$ cat config.mk
export PLATFORM = sky130hd
export DESIGN_NAME = svsc_top
export DESIGN_NICKNAME = d
export VERILOG_FILES = /design/src/svsc_pkg.sv /design/src/svsc_top.sv /design/src/svsc_sync.sv
export VERILOG_INCLUDE_DIRS = /design/src
export SDC_FILE = /design/constraint.sdc
export NUM_CORES = 1
export LEC_CHECK = 0
export BUFFER_PORTS_ARGS = -buffer_cell sky130_fd_sc_hd__buf_2
export CAP_MARGIN = 15
export CORE_AREA = 2 2 108 89
export DETAILED_ROUTE_END_ITERATION = 10
export DIE_AREA = 0 0 110 91
export GPL_ROUTABILITY_DRIVEN = 0
export PLACE_DENSITY = 0.74
export SLEW_MARGIN = 0
export SYNTH_ARGS = -nofsm -noshare
export SYNTH_HDL_FRONTEND = slang
export SYNTH_SLANG_ARGS = --single-unit
$ cat constraint.sdc
create_clock -name sys_clk -period 3.25 [get_ports sys_clk]
set_clock_uncertainty 0.2 [all_clocks]
set_input_delay 0.325 -clock sys_clk [delete_from_list [all_inputs] [get_ports sys_clk]]
set_output_delay 0.325 -clock sys_clk [all_outputs]
set_load 0.02 [all_outputs]
$ cat src/svsc_cfg.svh
// Constants of the stereo volume serial control block.
// Assumes a 100 MHz system clock; included by bare name.
`ifndef SVSC_CFG_SVH
`define SVSC_CFG_SVH

// ----------------------------------------------------------------
// Word layout
// ----------------------------------------------------------------
`define SVSC_WORD_W         16
`define SVSC_CODE_W         8
`define SVSC_CODE_MUTE      8'h00
`define SVSC_CODE_UNITY     8'hC0

// ----------------------------------------------------------------
// Timing
// ----------------------------------------------------------------
`define SVSC_CLK_FREQ_MHZ   100
`define SVSC_POR_TIME_US    100
`define SVSC_ZC_TIMEOUT_MS  18
`define SVSC_CAL_TIME_MS    2
`define SVSC_POR_CYC      (`SVSC_POR_TIME_US * `SVSC_CLK_FREQ_MHZ)
`define SVSC_ZC_TIMEOUT_CYC \
    (`SVSC_ZC_TIMEOUT_MS * 1000 * `SVSC_CLK_FREQ_MHZ)
`define SVSC_CAL_CYC (`SVSC_CAL_TIME_MS * 1000 * `SVSC_CLK_FREQ_MHZ)
`define SVSC_CNT_W          21

// ----------------------------------------------------------------
// Synchroniser bundle: cs_n sclk sin mute_n low crossing_detect_enable sgn_r sgn_l
// ----------------------------------------------------------------
`define SVSC_SYNC_W         8
`define SVSC_SYNC_RST       8'h90

`endif

$ cat src/svsc_pkg.sv
// Types of the stereo volume serial control block.
// Assumes nothing of its surroundings.
`default_nettype none

package svsc_pkg;

    // ------------------------------------------------------------
    // Power sequence
    // ------------------------------------------------------------
    typedef enum logic [1:0] {
        pwr_por,
        pwr_cal,
        pwr_run
    } svsc_pwr_t;

endpackage : svsc_pkg

`default_nettype wire

$ cat src/svsc_top.sv
// Stereo volume serial control: three-wire write port, volume
// register, power-up sequence and crossing-gated level updates.
// Assumes all pin inputs except rst_n are asynchronous to sys_clk.
`timescale 1ns/100ps
`default_nettype none
`include "svsc_cfg.svh"

module svsc_top #(
    parameter int unsigned POR_CYC        = `SVSC_POR_CYC,
    parameter int unsigned ZC_TIMEOUT_CYC = `SVSC_ZC_TIMEOUT_CYC,
    parameter int unsigned CAL_CYC        = `SVSC_CAL_CYC
) (
    input  wire logic                     sys_clk,
    input  wire logic                     rst_n,
    input  wire logic                     sclk,
    input  wire logic                     cs_n,
    input  wire logic                     serial_in,
    output logic                          serial_out,
    output logic                          serial_out_en,
    input  wire logic                     mute_n,
    input  wire logic                     supply_low,
    input  wire logic                     crossing_detect_enable,
    input  wire logic                     sign_right,
    input  wire logic                     sign_left,
    output logic [`SVSC_WORD_W-1:0]       volume_word,
    output logic [`SVSC_CODE_W-1:0]       gain_right,
    output logic [`SVSC_CODE_W-1:0]       gain_left,
    output logic                          soft_mute_right,
    output logic                          soft_mute_left,
    output logic                          hw_mute,
    output logic                          cal_busy,
    output logic                          por_busy
);

    // ------------------------------------------------------------
    // Input synchronisation and edges
    // ------------------------------------------------------------
    logic [`SVSC_SYNC_W-1:0] in_s;
    logic [`SVSC_SYNC_W-1:0] in_d_q;

    svsc_sync #(
        .WIDTH   (`SVSC_SYNC_W),
        .RST_VAL (`SVSC_SYNC_RST)
    ) u_sync (
        .sys_clk  (sys_clk),
        .rst_n    (rst_n),
        .async_in ({cs_n, sclk, serial_in, mute_n, supply_low,
                    crossing_detect_enable, sign_right, sign_left}),
        .sync_out (in_s)
    );

    always_ff @(posedge sys_clk) begin
        if (!rst_n) begin
            in_d_q <= `SVSC_SYNC_RST;
        end else begin
            in_d_q <= in_s;
        end
    end

    logic       cs_s;
    logic       sin_s;
    logic       mute_s;
    logic       low_s;
    logic       crossing_detect_enable_s;
    logic       sclk_rise;
    logic       sclk_fall;
    logic       cs_rise;
    logic       cs_fall;
    logic       seq_start;
    logic [1:0] zc_edge;

    assign cs_s      = in_s[7];
    assign sin_s     = in_s[5];
    assign mute_s    = in_s[4];
    assign low_s     = in_s[3];
    assign crossing_detect_enable_s    = in_s[2];
    assign sclk_rise = in_s[6] & ~in_d_q[6];
    assign sclk_fall = ~in_s[6] & in_d_q[6];
    assign cs_rise   = cs_s & ~in_d_q[7];
    assign cs_fall   = ~cs_s & in_d_q[7];
    // Mute falling or supply recovering restarts calibration
    assign seq_start = (~mute_s & in_d_q[4]) | (~low_s & in_d_q[3]);
    assign zc_edge   = in_s[1:0] ^ in_d_q[1:0];

    // ------------------------------------------------------------
    // Power sequence
    // ------------------------------------------------------------
    svsc_pkg::svsc_pwr_t       pwr_q;
    logic [`SVSC_CNT_W-1:0]    seq_cnt_q;

    always_ff @(posedge sys_clk) begin
        if (!rst_n) begin
            pwr_q     <= svsc_pkg::pwr_por;
            seq_cnt_q <= '0;
        end else if (seq_start && pwr_q != svsc_pkg::pwr_por) begin
            // Mute at power-on must not cut the reset interval short
            pwr_q     <= svsc_pkg::pwr_cal;
            seq_cnt_q <= '0;
        end else begin
            case (pwr_q)
                svsc_pkg::pwr_por: begin
                    if (seq_cnt_q == `SVSC_CNT_W'(POR_CYC - 1)) begin
                        pwr_q     <= svsc_pkg::pwr_cal;
                        seq_cnt_q <= '0;
                    end else begin
                        seq_cnt_q <= seq_cnt_q + `SVSC_CNT_W'(1);
                    end
                end
                svsc_pkg::pwr_cal: begin
                    if (seq_cnt_q == `SVSC_CNT_W'(CAL_CYC - 1)) begin
                        pwr_q <= svsc_pkg::pwr_run;
                    end else begin
                        seq_cnt_q <= seq_cnt_q + `SVSC_CNT_W'(1);
                    end
                end
                svsc_pkg::pwr_run: begin
                    pwr_q <= svsc_pkg::pwr_run;
                end
                default: begin
                    pwr_q <= svsc_pkg::pwr_por;
                end
            endcase
        end
    end

    logic accept;
    assign accept   = (pwr_q != svsc_pkg::pwr_por) & ~seq_start;
    assign cal_busy = (pwr_q == svsc_pkg::pwr_cal);
    assign por_busy = (pwr_q == svsc_pkg::pwr_por);

    always_ff @(posedge sys_clk) begin
        if (!rst_n) begin
            hw_mute <= 1'b1;
        end else begin
            hw_mute <= ~mute_s | low_s;
        end
    end

    // ------------------------------------------------------------
    // Serial port
    // ------------------------------------------------------------
    logic [`SVSC_WORD_W-1:0] shreg_q;

    always_ff @(posedge sys_clk) begin
        if (!rst_n || seq_start) begin
            shreg_q <= '0;
        end else if (accept && sclk_rise && !cs_s) begin
            shreg_q <= {shreg_q[`SVSC_WORD_W-2:0], sin_s};
        end
    end

    always_ff @(posedge sys_clk) begin
        if (!rst_n) begin
            serial_out    <= 1'b0;
            serial_out_en <= 1'b0;
        end else begin
            serial_out_en <= ~cs_s;
            if (cs_fall || (sclk_fall && !cs_s)) begin
                serial_out <= shreg_q[`SVSC_WORD_W-1];
            end
        end
    end

    logic latch;
    assign latch = accept & cs_rise;

    always_ff @(posedge sys_clk) begin
        if (!rst_n || seq_start) begin
            volume_word <= '0;
        end else if (latch) begin
            volume_word <= shreg_q;
        end
    end

    // ------------------------------------------------------------
    // Crossing-gated level update
    // ------------------------------------------------------------
    logic                    pend_q   [2];
    logic [1:0]              zc_cnt_q [2];
    logic [`SVSC_CODE_W-1:0] gain_q   [2];
    logic [`SVSC_CNT_W-1:0]  to_cnt_q;
    logic                    timeout;

    assign timeout = (to_cnt_q == `SVSC_CNT_W'(ZC_TIMEOUT_CYC - 1));

    always_ff @(posedge sys_clk) begin
        if (!rst_n || seq_start || latch) begin
            to_cnt_q <= '0;
        end else if ((pend_q[0] || pend_q[1]) && !timeout) begin
            to_cnt_q <= to_cnt_q + `SVSC_CNT_W'(1);
        end
    end

    // Channel 1 is right (first byte), channel 0 left
    for (genvar ch = 0; ch < 2; ch++) begin : g_ch
        always_ff @(posedge sys_clk) begin
            if (!rst_n || seq_start) begin
                pend_q[ch]   <= 1'b0;
                zc_cnt_q[ch] <= 2'h0;
                gain_q[ch]   <= `SVSC_CODE_MUTE;
            end else if (latch) begin
                pend_q[ch]   <= 1'b1;
                zc_cnt_q[ch] <= 2'h0;
            end else if (pend_q[ch]) begin
                if (!crossing_detect_enable_s || zc_cnt_q[ch] == 2'h2 || timeout) begin
                    gain_q[ch] <= volume_word[ch*8 +: 8];
                    pend_q[ch] <= 1'b0;
                end else if (zc_edge[ch]) begin
                    zc_cnt_q[ch] <= zc_cnt_q[ch] + 2'h1;
                end
            end
        end
    end

    assign gain_right      = gain_q[1];
    assign gain_left       = gain_q[0];
    assign soft_mute_right = (gain_q[1] == `SVSC_CODE_MUTE);
    assign soft_mute_left  = (gain_q[0] == `SVSC_CODE_MUTE);
endmodule : svsc_top

`default_nettype wire

$ cat src/svsc_sync.sv
// Two-stage synchroniser for a bundle of asynchronous inputs.
// Assumes one clock and a synchronous active-low reset.
`timescale 1ns/100ps
`default_nettype none

module svsc_sync #(
    parameter int unsigned           WIDTH   = 1,
    parameter logic [WIDTH-1:0]      RST_VAL = '0
) (
    input  wire logic                sys_clk,
    input  wire logic                rst_n,
    input  wire logic [WIDTH-1:0]    async_in,
    output logic      [WIDTH-1:0]    sync_out
);

    logic [WIDTH-1:0] meta_q;

    always_ff @(posedge sys_clk) begin
        if (!rst_n) begin
            meta_q   <= RST_VAL;
            sync_out <= RST_VAL;
        end else begin
            meta_q   <= async_in;
            sync_out <= meta_q;
        end
    end

endmodule : svsc_sync

`default_nettype wire

==> impl_summary.md, run 1 <==
Power and ir drop
The total net switching power is 0.7489 mW. The worst-case vdd ir drop is 407.1 uV. The fraction of power consumed by sequential logic is 45.1%. For this design the ratio of total power to cell area is 577.3 nW/um^2.

Of the total power, the share spent switching nets is 20.96%. Combinational logic burns 4.2% of the power. Cell internal power was estimated by the tool at 2.824 mW.

Per report_power, the clock group accounts for 50.7% of the total. Summed over all cells, the static leakage comes to 2.483 nW.

Critical path
The slowest stage of the critical path belongs to the cell or4_1. Along the worst path, the maximum fanout reaches 13. The worst setup path is captured at a flip-flop. The cell seen most often among critical-path stages is inv_1. The kind of critical path is reg -> reg. The largest single stage delay on the critical path is 0.70 ns. Data on the critical path arrives at its endpoint at 3.01 ns. The critical path goes through inv_1, ha_1, inv_1, or4_1, o31ai_2, or3_2, a21oi_1. For the worst setup path, the data required time is 3.44 ns. The worst setup path is launched from a flip-flop.

Logic synthesis
The number of warnings issued by yosys is 0. Yosys mapped the design onto 54 distinct sky130hd cell types. The netlist area before placement is 5175 sq um.

The main flop type after synthesis is dfxtp_1. The synthesized area divided by synthesized cell count is 9.375 sq um. Counting flops and latches in the post-synthesis netlist gives 123. For this run, asynchronously set or reset flops after synthesis account for 0%. The cell count after synthesis came out at 552. The number of nets handed over by synthesis was 569. The number of enable-type register cells in the synthesized netlist is 22. For this run, the register share of the synthesized area comes to 51.84%.

Timing
Setup repair after global routing left no endpoint under its margin. The number of endpoints with negative hold slack in the final report came to 0. The final worst-path cycle share is 86.81%. The maximum operating frequency is 0.3544 GHz. Setup violations remaining at the end of the flow were counted as 0.

The number of slew-limit violations in the final report is 0. The worst hold slack is 0.2137 ns. The slew of the pin with the lowest slew margin is 0.7366 ns.

The minimum clock period is 2.821 ns. Headroom to the max-slew limit came out at 50.60%. The final setup TNS is 0 ns.

Die
The number of placement rows is 31. The floorplan step set the die width to 110 um. The die covers 10010 sq um.

The initial core utilization is 58.26%. From bottom edge to top edge, the die measures 91 um. The placeable core region is 8882 sq um. In this run the count of I/O pins placed on the die edge is 49.

Final layout
The repair_antennas step left the layout with diodes totalling 0. The area growth from synthesis to layout is 19.58%. The share of final-layout standard cells stronger than drive strength 1 is 14.83%. After filler insertion, the fill cell instance count of the layout stands at 683.

The area taken by flip-flops and latches is 2683 sq um. The net count of the finished layout is 631. In the layout the commonest cells are 101 x dfxtp_1, 61 x nand2_1, 58 x nor2_1. The multi-input combinational cells in the finished layout cover a total of 2333 sq um. Leaving out fill and tap cells, the most frequent cell in the layout is dfxtp_1.

Global route
Global routing used 22.67% of the available tracks. The initial antenna violation count came to 0. Entering global routing, the biggest net connects 37 pins. The number of global-route vias before repair is 3892. The first global-routing pass estimated 17560 um of wire. The overflow left after global routing is 0.

Clocking
The number of hold buffers added after CTS is 11. The total number of H-tree levels is 4. The post-CTS clock slew at the launch and capture registers of the worst setup and hold paths is 0.06 ns. In this run, CTS created clock tree buffers numbering 17. The clock passes through at most 2 buffers. The post-CTS resize count is 0. The master cell of the clock root buffer is clkbuf_8.

At the later pin of the worst-skew pair, clock insertion delay measures 0.52 ns. The clock net in this run drives a total of 123 sinks. The clock tree from TritonCTS is built. After clock tree synthesis, the setup repair step added 0 buffers.

Placed design
Summed over all nets, the half-perimeter wirelength after detailed placement is 7027 um. During placement, the flow inserted port buffers numbering 48.

Run status
The flow ran to the end, and the final reports show no timing, DRC or antenna violations.

Route
The per-cell routed wire length is 14.37 um. The total wire length is 10660 um. Summing over every cut layer, the via total after detailed routing is 4164. The number of nets with antenna violations after detailed routing is 0. Before antenna repair, the detailed router went through 4 iterations. The final routed DRC violation total is 0. The initial DRC count is 228. The average vias per placed instance is 5.612.

Run
Max-cap violations in this run came to 0.

Worst hold path
The worst hold-check path type is reg -> reg.
state kept, by name (all words and copies together), names as in the netlist:
signal           count
u_sync.meta_q        8
in_d_q               6
serial_out           1
zc_cnt_q             4
volume_word         16
hw_mute              1
shreg_q             16
pend_q               2
serial_out_en        1
to_cnt_q            21
gain_q              16
pwr_q                2
u_sync.sync_out      8
seq_cnt_q           21
path summary, 6_finish.rpt:
path | from | endpoint | slack [ns] | depth (start not counted)
worst max-delay path | pwr_q[1]$_SDFFE_PP0P_ | seq_cnt_q[17]$_SDFFE_PP0P_ | 0.43 | 7
worst min-delay path | u_sync.meta_q[7]$_SDFF_PN1_ | u_sync.sync_out[7]$_SDFF_PN1_ | 0.21 | 1
worst max register to register | pwr_q[1]$_SDFFE_PP0P_ | seq_cnt_q[17]$_SDFFE_PP0P_ | 0.43 | 7
worst min register to register | u_sync.meta_q[7]$_SDFF_PN1_ | u_sync.sync_out[7]$_SDFF_PN1_ | 0.21 | 1
synthesized netlist by cell type, types with 2 or more instances:
cell | number | share of area (%)
dfxtp_1 | 101 | 39
nand2_1 | 61 | 4.4
nor2_1 | 58 | 4.2
a21oi_1 | 40 | 3.9
o21ai_0 | 23 | 2.2
edfxtp_1 | 22 | 13
and3_1 | 19 | 2.3
and2_1 | 18 | 2.2
clkbuf_1 | 18 | 1.3
or3_1 | 17 | 2.1
mux2i_1 | 16 | 3.1
nand3_1 | 16 | 1.5
nand4_1 | 13 | 1.6
xor2_1 | 12 | 2.0
inv_1 | 11 | 0.80
or4_1 | 11 | 1.6
nand2b_1 | 10 | 1.2
nor3_1 | 9 | 0.87
xnor2_1 | 8 | 1.4
ha_1 | 7 | 1.7
o211ai_1 | 6 | 0.87
nor4_1 | 5 | 0.60
o31ai_1 | 5 | 0.73
a21o_1 | 3 | 0.44
nand3b_1 | 3 | 0.44
o21a_1 | 3 | 0.44
or2_2 | 3 | 0.36
a21boi_0 | 2 | 0.29
and3_2 | 2 | 0.29
and4_1 | 2 | 0.34
buf_1 | 2 | 0.15
nand4b_1 | 2 | 0.34
o2111ai_1 | 2 | 0.34
or4b_1 | 2 | 0.39
power by group through the flow:
| stage | Combinational [mW] | Clock [mW] | Sequential, mW |
|---|---|---|---|
| 3_5_place_dp | 0.139 | 0 | 1.64 |
| 5_1_grt | 0.170 | 1.90 | 1.61 |
| 2_1_floorplan | 0.0806 | 0 | 1.66 |
| 6_report | 0.152 | 1.81 | 1.61 |
| 4_1_cts | 0.150 | 1.84 | 1.61 |
| 3_3_place_gp | 0.135 | 0 | 1.64 |
cell families after synthesis:
group / synth area share, %
xor gates and xnor gates: 3.385
and+or+nand+nor: 26.28
buffers and inverters: 3.070
DFF: 51.84
adders and majority gates: 1.692
AOI/OAI and AO/OA: 10.64
muxes: 3.095
routing by layer:
layer / vias to the layer above / global-route usage [%] / wire length (um)
li1: 2083 / - / -
met1: 1936 / 30.61 / 5076
met2: 133 / 33.90 / 4820
met3: 12 / 6.748 / 637
met4: 0 / 9.072 / 125
met5: - / 0 / 0
area by class of cell:
class | count | area share [%]
Multi-Input combinational cell | 393 | 37.71
Clock buffer | 23 | 7.218
Tap cell | 115 | 2.325
Clock inverter | 9 | 1.981
Inverter | 11 | 0.6672
Sequential cell | 123 | 43.35
Timing Repair Buffer | 68 | 6.753
stage by stage:
step	setup WS, ns	power (mW)	std cells	instance area, sq um	utilization [%]
3_5_place_dp	0.5049	1.780	698	5502	61.94
5_1_grt	0.1469	3.687	742	6188	69.67
4_1_cts	0.4553	3.595	741	6181	69.59
2_1_floorplan	0.7698	1.736	552	5175	-
3_3_place_gp	0.6108	1.774	698	5502	61.94
6_report	0.4286	3.573	742	6188	69.67
critical path: cells and delay by family, from the launching register on:
kind / cells / cell delay, ns
adders and majority gates: 1 / 0.31
AOI/OAI and AO/OA: 2 / 0.72
and+or+nand+nor: 2 / 0.94
buffers and inverters: 2 / 0.20
DFF: 1 / 0.33
(Power assumes the default switching activity.)
==> run 2: changes to the inputs <==
--- a/config.mk
+++ b/config.mk
@@ -13,6 +13,7 @@
 export DIE_AREA = 0 0 110 91
 export GPL_ROUTABILITY_DRIVEN = 0
 export PLACE_DENSITY = 0.74
+export RECOVER_POWER = 100
 export SLEW_MARGIN = 0
 export SYNTH_ARGS = -nofsm -noshare
 export SYNTH_HDL_FRONTEND = slang
==> impl_summary.md, run 2 (synthesized netlist as in run 1, its figures left out) <==
Global route
The layer flagged by global routing as most heavily used is met2. The number of global-route vias before repair was 3892 (unchanged). The overall global routing resource usage is 22.67% (unchanged). The met3 track demand over resource in global routing came to 6.748% (unchanged).

The global-route wire length before repair is 17560 um (unchanged). The initial antenna violation count is 0 (unchanged). The met1 track demand over resource is 30.61% (unchanged). The met2 usage is 33.90% (unchanged). The maximum number of pins on one net before global-route repair came to 37 (unchanged).

The overflow left after global routing came to 0 (unchanged).

Die
The boundary pin count is 49 (unchanged). The width of the die is 110 um (unchanged). The placeable core region was 8882 sq um (unchanged). The floorplan die area is 10010 sq um (unchanged). The initial core utilization is 58.26% (unchanged). The height of the chip was 91 um (unchanged). The number of placement rows is 31 (unchanged).

Clocking
The latest clock arrival within the worst-skew pair came to 0.53 ns (about the same). The post-CTS clock slew at the launch and capture registers of the worst setup and hold paths is 0.05 ns (about the same). The total number of H-tree levels is 4 (unchanged). The post-CTS resize count is 0 (unchanged). The CTS sink count was 123 (unchanged). The clock tree from TritonCTS is built. The number of buffers added by the clock tree synthesis step is 17 (unchanged). The cell sitting at the root of the clock tree is a clkbuf_8.

The clock tree buffer depth came to 2 (unchanged).

Timing
The final count of negative-setup-slack endpoints is 0 (unchanged). The final worst-path cycle share is 88.33% (+1.5 points). The maximum operating frequency is 0.3483 GHz (-1.7%).

The slew of the pin with the lowest slew margin was 0.9894 ns (+0.2528 ns). The final setup TNS was 0 ns (unchanged). The worst-case headroom to the max-slew limit was 34.04% (-17 points). The number of slew-limit violations in the final report is 0 (unchanged). The minimum clock period was 2.871 ns (+0.04941 ns). Setup repair after global routing left no endpoint under its margin.

The number of endpoints with negative hold slack in the final report came to 0 (unchanged).

Critical path
The critical path launch point type is an input pin. The worst endpoint data arrival time is 3.13 ns (+0.12 ns). The launch instance of the worst register-to-register path is pwr_q[1]$_SDFFE_PP0P_.

Counting stages on the worst path, the most repeated cell is clkbuf_1. The maximum single-stage delay on the critical path is 0.68 ns (-0.02 ns). Among all stages on the critical path, the largest delay is contributed by clkbuf_1.

The data required time at the worst endpoint is 3.51 ns (+0.07 ns). The endpoint of the worst-slack reg-to-reg timing path is seq_cnt_q[17]$_SDFFE_PP0P_. The capturing element of the worst setup path is to_cnt_q[11]$_SDFFE_PP0P_. The count of cells along the worst register-to-register path is 7 (unchanged). The worst-path maximum fanout came to 27 (+14). By startpoint and endpoint, the worst setup path is classified as in -> reg. The first element of the critical path is rst_n.

STA classifies the critical path endpoint as a flip-flop. The flop-to-flop setup slack was 0.39 ns (-0.04 ns). Traced cell by cell, the critical path runs through dlygate4sd3_1, clkbuf_1, nand3_1, nand2b_1, clkbuf_1, or4_1, nand2_1.

Power and ir drop
The worst-case vdd ir drop was 406.5 uV (-0.14%). The total power divided by cell area was 582.7 nW/um^2 (+0.94%). The leakage component of the power is 2.309 nW (-7.0%).

Final layout
The most common library cell in the layout ignoring fill and taps is dfxtp_1. The share of the core filled with cells in the final layout is 68.85% (-0.82 points). The antenna diode count is 0 (unchanged). The area of combinational cells with multiple inputs is 2321 sq um (-0.54%). Compared with the post-synthesis result, the final layout area differs by 18.18%.

In the final layout, the registers with the most flip-flops are seq_cnt_q (21), to_cnt_q (21). The area taken by flip-flops and latches was 2683 sq um (unchanged). The fill cell instance count of the final layout came to 716 (+4.8%). The share of final-layout standard cells stronger than drive strength 1 is 7.974% (-6.9 points). In the layout the commonest cells are 101 x dfxtp_1, 61 x nand2_1, 58 x nor2_1. The number of nets in the finished design is 631 (unchanged). The number of cells in the finished layout apart from fillers is 742 (unchanged).

Run
The count of maximum capacitance violations is 0 (unchanged).

Placed design
The cell count after placement came to 698 (unchanged). The count of buffers inserted at the top-level ports was 48 (unchanged). The half-perimeter wire length after detailed placement is 7027 um (unchanged).

Route
The number of nets with antenna violations after detailed routing is 0 (unchanged). The per-cell routed wire length is 14.38 um (+0.11%). The average vias per placed instance is 5.586 (-0.46%). The detailed-routing iteration count for the pre-antenna-repair pass is 4 (unchanged). The total wire length is 10670 um (+0.11%). The initial DRC count came to 199 (-13%). The via count is 4145 (-0.46%). The final routed DRC violation total is 0 (unchanged).

Run status
The flow ran to the end, and the final reports show no timing, DRC or antenna violations.

Worst hold path
The path class of the tightest hold or removal check is reg -> reg.
-- run 2: cell count changes in the layout (fill, tap and decap cells not counted) --
cell      before  now
or3_1         17   18
and2_0         0    9
buf_4          9    6
o21ai_2        0    1
or3_4          1    0
clkbuf_2       0    1
o21ai_4        1    0
buf_2         48    8
and2_1        18    9
clkbuf_1       5   47
-- run 2: per-layer routing --
layer  routed length (um)  part of all wire, %
met1                 5176                   49
met2                 4736                   44
met3                  628                  5.9
met4                  129                  1.2
met5                    0                    0
-- run 2: power breakdown --
part           leakage [nW]  total [mW]  internal, mW  switching [mW]
logic                 0.980       0.144        0.0477          0.0966
registers              1.06        1.61          1.59          0.0209
clock network         0.273        1.81          1.18           0.630
total                  2.31        3.56          2.82           0.748
-- run 2: metrics by stage --
stage          instance area, sq um  hold slack (ns)  power, mW  setup WS [ns]
3_3_place_gp                   5502           0.1923      1.774         0.6108
2_1_floorplan                  5175           0.1822      1.736         0.7698
4_1_cts                        6181           0.2153      3.595         0.4553
5_1_grt                        6116           0.2309      3.680        0.07958
6_report                       6116           0.2137      3.564         0.3792
3_5_place_dp                   5502           0.2023      1.780         0.5049
-- run 2: worst min-delay path by stage --
stage                                  startpoint  slack, ns                       endpoint  cells after the start
CTS                   u_sync.meta_q[7]$_SDFF_PN1_       0.22  u_sync.sync_out[7]$_SDFF_PN1_                      1
floorplan           u_sync.sync_out[4]$_SDFF_PN1_       0.18             hw_mute$_SDFF_PN1_                      1
global placement      u_sync.meta_q[7]$_SDFF_PN1_       0.19  u_sync.sync_out[7]$_SDFF_PN1_                      1
finish                u_sync.meta_q[7]$_SDFF_PN1_       0.21  u_sync.sync_out[7]$_SDFF_PN1_                      1
detailed placement    u_sync.meta_q[7]$_SDFF_PN1_       0.20  u_sync.sync_out[7]$_SDFF_PN1_                      1
global route          u_sync.meta_q[7]$_SDFF_PN1_       0.23  u_sync.sync_out[7]$_SDFF_PN1_                      1
-- run 2: worst max-delay path, delay by kind of cell --
family,cells,cell delay [ns]
buffers and inverters,3,1.63
and+or+nand+nor,4,1.16
-- run 2: cell type report --
cell class                 count  area share, %
tap                          115          2.353
timing repair buffer          68          5.851
multi-input combinational    393          37.95
inverter                      11         0.6751
sequential                   123          43.86
clock buffer                  23          7.304
clock inverter                 9          2.005
-- run 2: what timing repair did --
item                                   in CTS  in global routing
endpoints found under the hold margin      11                  0
hold buffers                               11                  0
setup buffers                               0                  0
==> run 3: changes to the inputs <==
==> constraint.sdc (replaced) <==
create_clock -name sys_clk -period 3.1 [get_ports sys_clk]
set_clock_uncertainty 0.2 [all_clocks]
set_input_delay 0.31 -clock sys_clk [delete_from_list [all_inputs] [get_ports sys_clk]]
set_output_delay 0.31 -clock sys_clk [all_outputs]
set_load 0.02 [all_outputs]
==> impl_summary.md, run 3 (synthesized netlist as in run 1, its figures left out) <==
Final layout
The fill cell instance count of the final layout is 717 (+0.14%). The area taken by flip-flops and latches is 2683 sq um (unchanged). In the layout the commonest cells are 101 x dfxtp_1, 61 x nand2_1, 58 x nor2_1. The share of final-layout standard cells stronger than drive strength 1 came to 9.091% (+1.1 points). The library cell used most frequently in the layout, excluding fill and tap cells, is dfxtp_1.

The area of combinational cells with multiple inputs is 2321 sq um (unchanged). The area growth from synthesis to layout is 17.82%. The antenna diode count was 0 (unchanged). The number of nets in the finished design is 631 (unchanged).

The largest registers in the layout are seq_cnt_q (21), to_cnt_q (21). The number of cells in the finished layout apart from fillers is 742 (unchanged). The final instance area was 6097 sq um (-0.31%).

Clocking
The number of buffers added by the clock tree synthesis step is 17 (unchanged). The clock tree buffer depth is 2 (unchanged). The master cell of the clock root buffer is clkbuf_8.

The post-CTS resize count is 0 (unchanged). The clock tree from TritonCTS is built. The CTS sink count was 123 (unchanged).

The latest clock arrival within the worst-skew pair was 0.51 ns (-0.02 ns). The post-CTS clock slew at the launch and capture registers of the worst setup and hold paths is 0.06 ns (about the same). The total number of H-tree levels is 4 (unchanged).

The number of setup buffers added after CTS is 0 (unchanged).

Die
The number of placement rows came to 31 (unchanged). The width of the die is 110 um (unchanged). The boundary pin count is 49 (unchanged). The initial core utilization is 58.26% (unchanged). The height of the chip is 91 um (unchanged). The floorplan die area is 10010 sq um (unchanged).

The placeable core region is 8882 sq um (unchanged).

Timing
The worst hold slack is 0.2144 ns (+0.0007240 ns). Static timing analysis puts the maximum clock frequency at 0.3593 GHz. The slew of the pin with the lowest slew margin is 1.180 ns (+0.1906 ns). The minimum clock period is 2.783 ns. The final setup TNS is 0 ns (unchanged). The final count of negative-setup-slack endpoints is 0 (unchanged).

The worst path uses 89.78% of the clock period. The worst-case headroom to the max-slew limit was 21.34% (-13 points). Setup repair after global routing left no endpoint under its margin.

The number of slew-limit violations in the final report is 0 (unchanged). The number of endpoints with negative hold slack in the final report was 0 (unchanged).

Global route
The overall global routing resource usage came to 22.48% (-0.19 points). The overflow left after global routing came to 0 (unchanged). The number of global-route vias before repair came to 3745 (-3.8%). The initial antenna violation count is 0 (unchanged).

The global-route wire length before repair is 17750 um (+1.1%). The maximum number of pins on one net before global-route repair is 37 (unchanged).

Route
The per-cell routed wire length is 14.18 um (-1.4%). The total wire length came to 10530 um (-1.4%). The detailed-routing iteration count for the pre-antenna-repair pass is 4 (unchanged). The final routed DRC violation total is 0 (unchanged). The via count is 4121 (-0.58%).

The initial DRC count is 180 (-9.5%). The number of nets with antenna violations after detailed routing came to 0 (unchanged). The average vias per placed instance is 5.554 (-0.58%).

Critical path
The worst setup path is captured at a flip-flop. The worst-path maximum fanout came to 19 (-30%). STA classifies the critical path startpoint as a flip-flop. The worst endpoint data arrival time is 2.94 ns (-0.19 ns). The data required time at the worst endpoint was 3.26 ns (-0.25 ns). The kind of critical path is reg -> reg.

Power and ir drop
The leakage component of the power was 2.303 nW (-0.27%). The total power divided by cell area is 599.0 nW/um^2 (+2.8%). The final total power is 3.652 mW (+2.5%).

The worst-case vdd ir drop is 521.1 uV (+28%).

Placed design
The cell count after placement came to 699 (+0.14%). The area of placed instances came to 5509 sq um (+0.14%). The half-perimeter wire length after detailed placement was 7008 um (-0.28%). The count of buffers inserted at the top-level ports is 48 (unchanged).

Run status
The run finished with clean final reports.

Worst hold path
The worst hold-check path type is reg -> reg.

Run
The count of maximum capacitance violations is 0 (unchanged).
[run 3: through the flow]
stage	setup slack [ns]	utilization (%)
after floorplan	0.6198	-
after global placement	0.5951	62.02
after detailed placement	0.4129	62.02
after CTS	0.3856	69.50
after global routing	0.1229	68.64
final	0.3168	68.64
[run 3: repair_timing]
action,4_1_cts,5_1_grt
setup endpoints to repair,0,0
hold buffers,11,0
endpoints found under the hold margin,12,0
[run 3: area by class of cell]
type / count / share of cell area (%)
Clock buffer: 17 / 6.793
Clock inverter: 15 / 2.298
Inverter: 11 / 0.6772
Multi-Input combinational cell: 393 / 38.07
Sequential cell: 123 / 44.00
Tap cell: 115 / 2.360
Timing Repair Buffer: 68 / 5.808
[run 3: final timing paths]
check,startpoint,end,slack [ns],cells after the start
worst max-delay path,seq_cnt_q[17]$_SDFFE_PP0P_,seq_cnt_q[2]$_SDFFE_PP0P_,0.32,5
worst min-delay path,u_sync.meta_q[4]$_SDFF_PN1_,u_sync.sync_out[4]$_SDFF_PN1_,0.21,1
worst max register to register,seq_cnt_q[17]$_SDFFE_PP0P_,seq_cnt_q[2]$_SDFFE_PP0P_,0.32,5
worst min register to register,u_sync.meta_q[4]$_SDFF_PN1_,u_sync.sync_out[4]$_SDFF_PN1_,0.21,1
[run 3: layer usage]
metal / routed length [um] / track usage, %
met1: 5127 / 32.05
met2: 4679 / 33.44
met3: 566 / 4.810
met4: 153 / 8.333
met5: 0 / 0
[run 3: worst max-delay path, cell delays in order (launching register included)]
cell	delay, ns
dfxtp_1	0.36
or4b_1	0.51
or4_1	0.42
or3_1	0.37
o21ai_2	0.63
nor3_1	0.14
[run 3: power by group]
| group | total, mW | switching (mW) | internal, mW |
|---|---|---|---|
| clock network | 1.82 | 0.740 | 1.08 |
| registers | 1.69 | 0.0220 | 1.67 |
| logic | 0.149 | 0.0995 | 0.0494 |
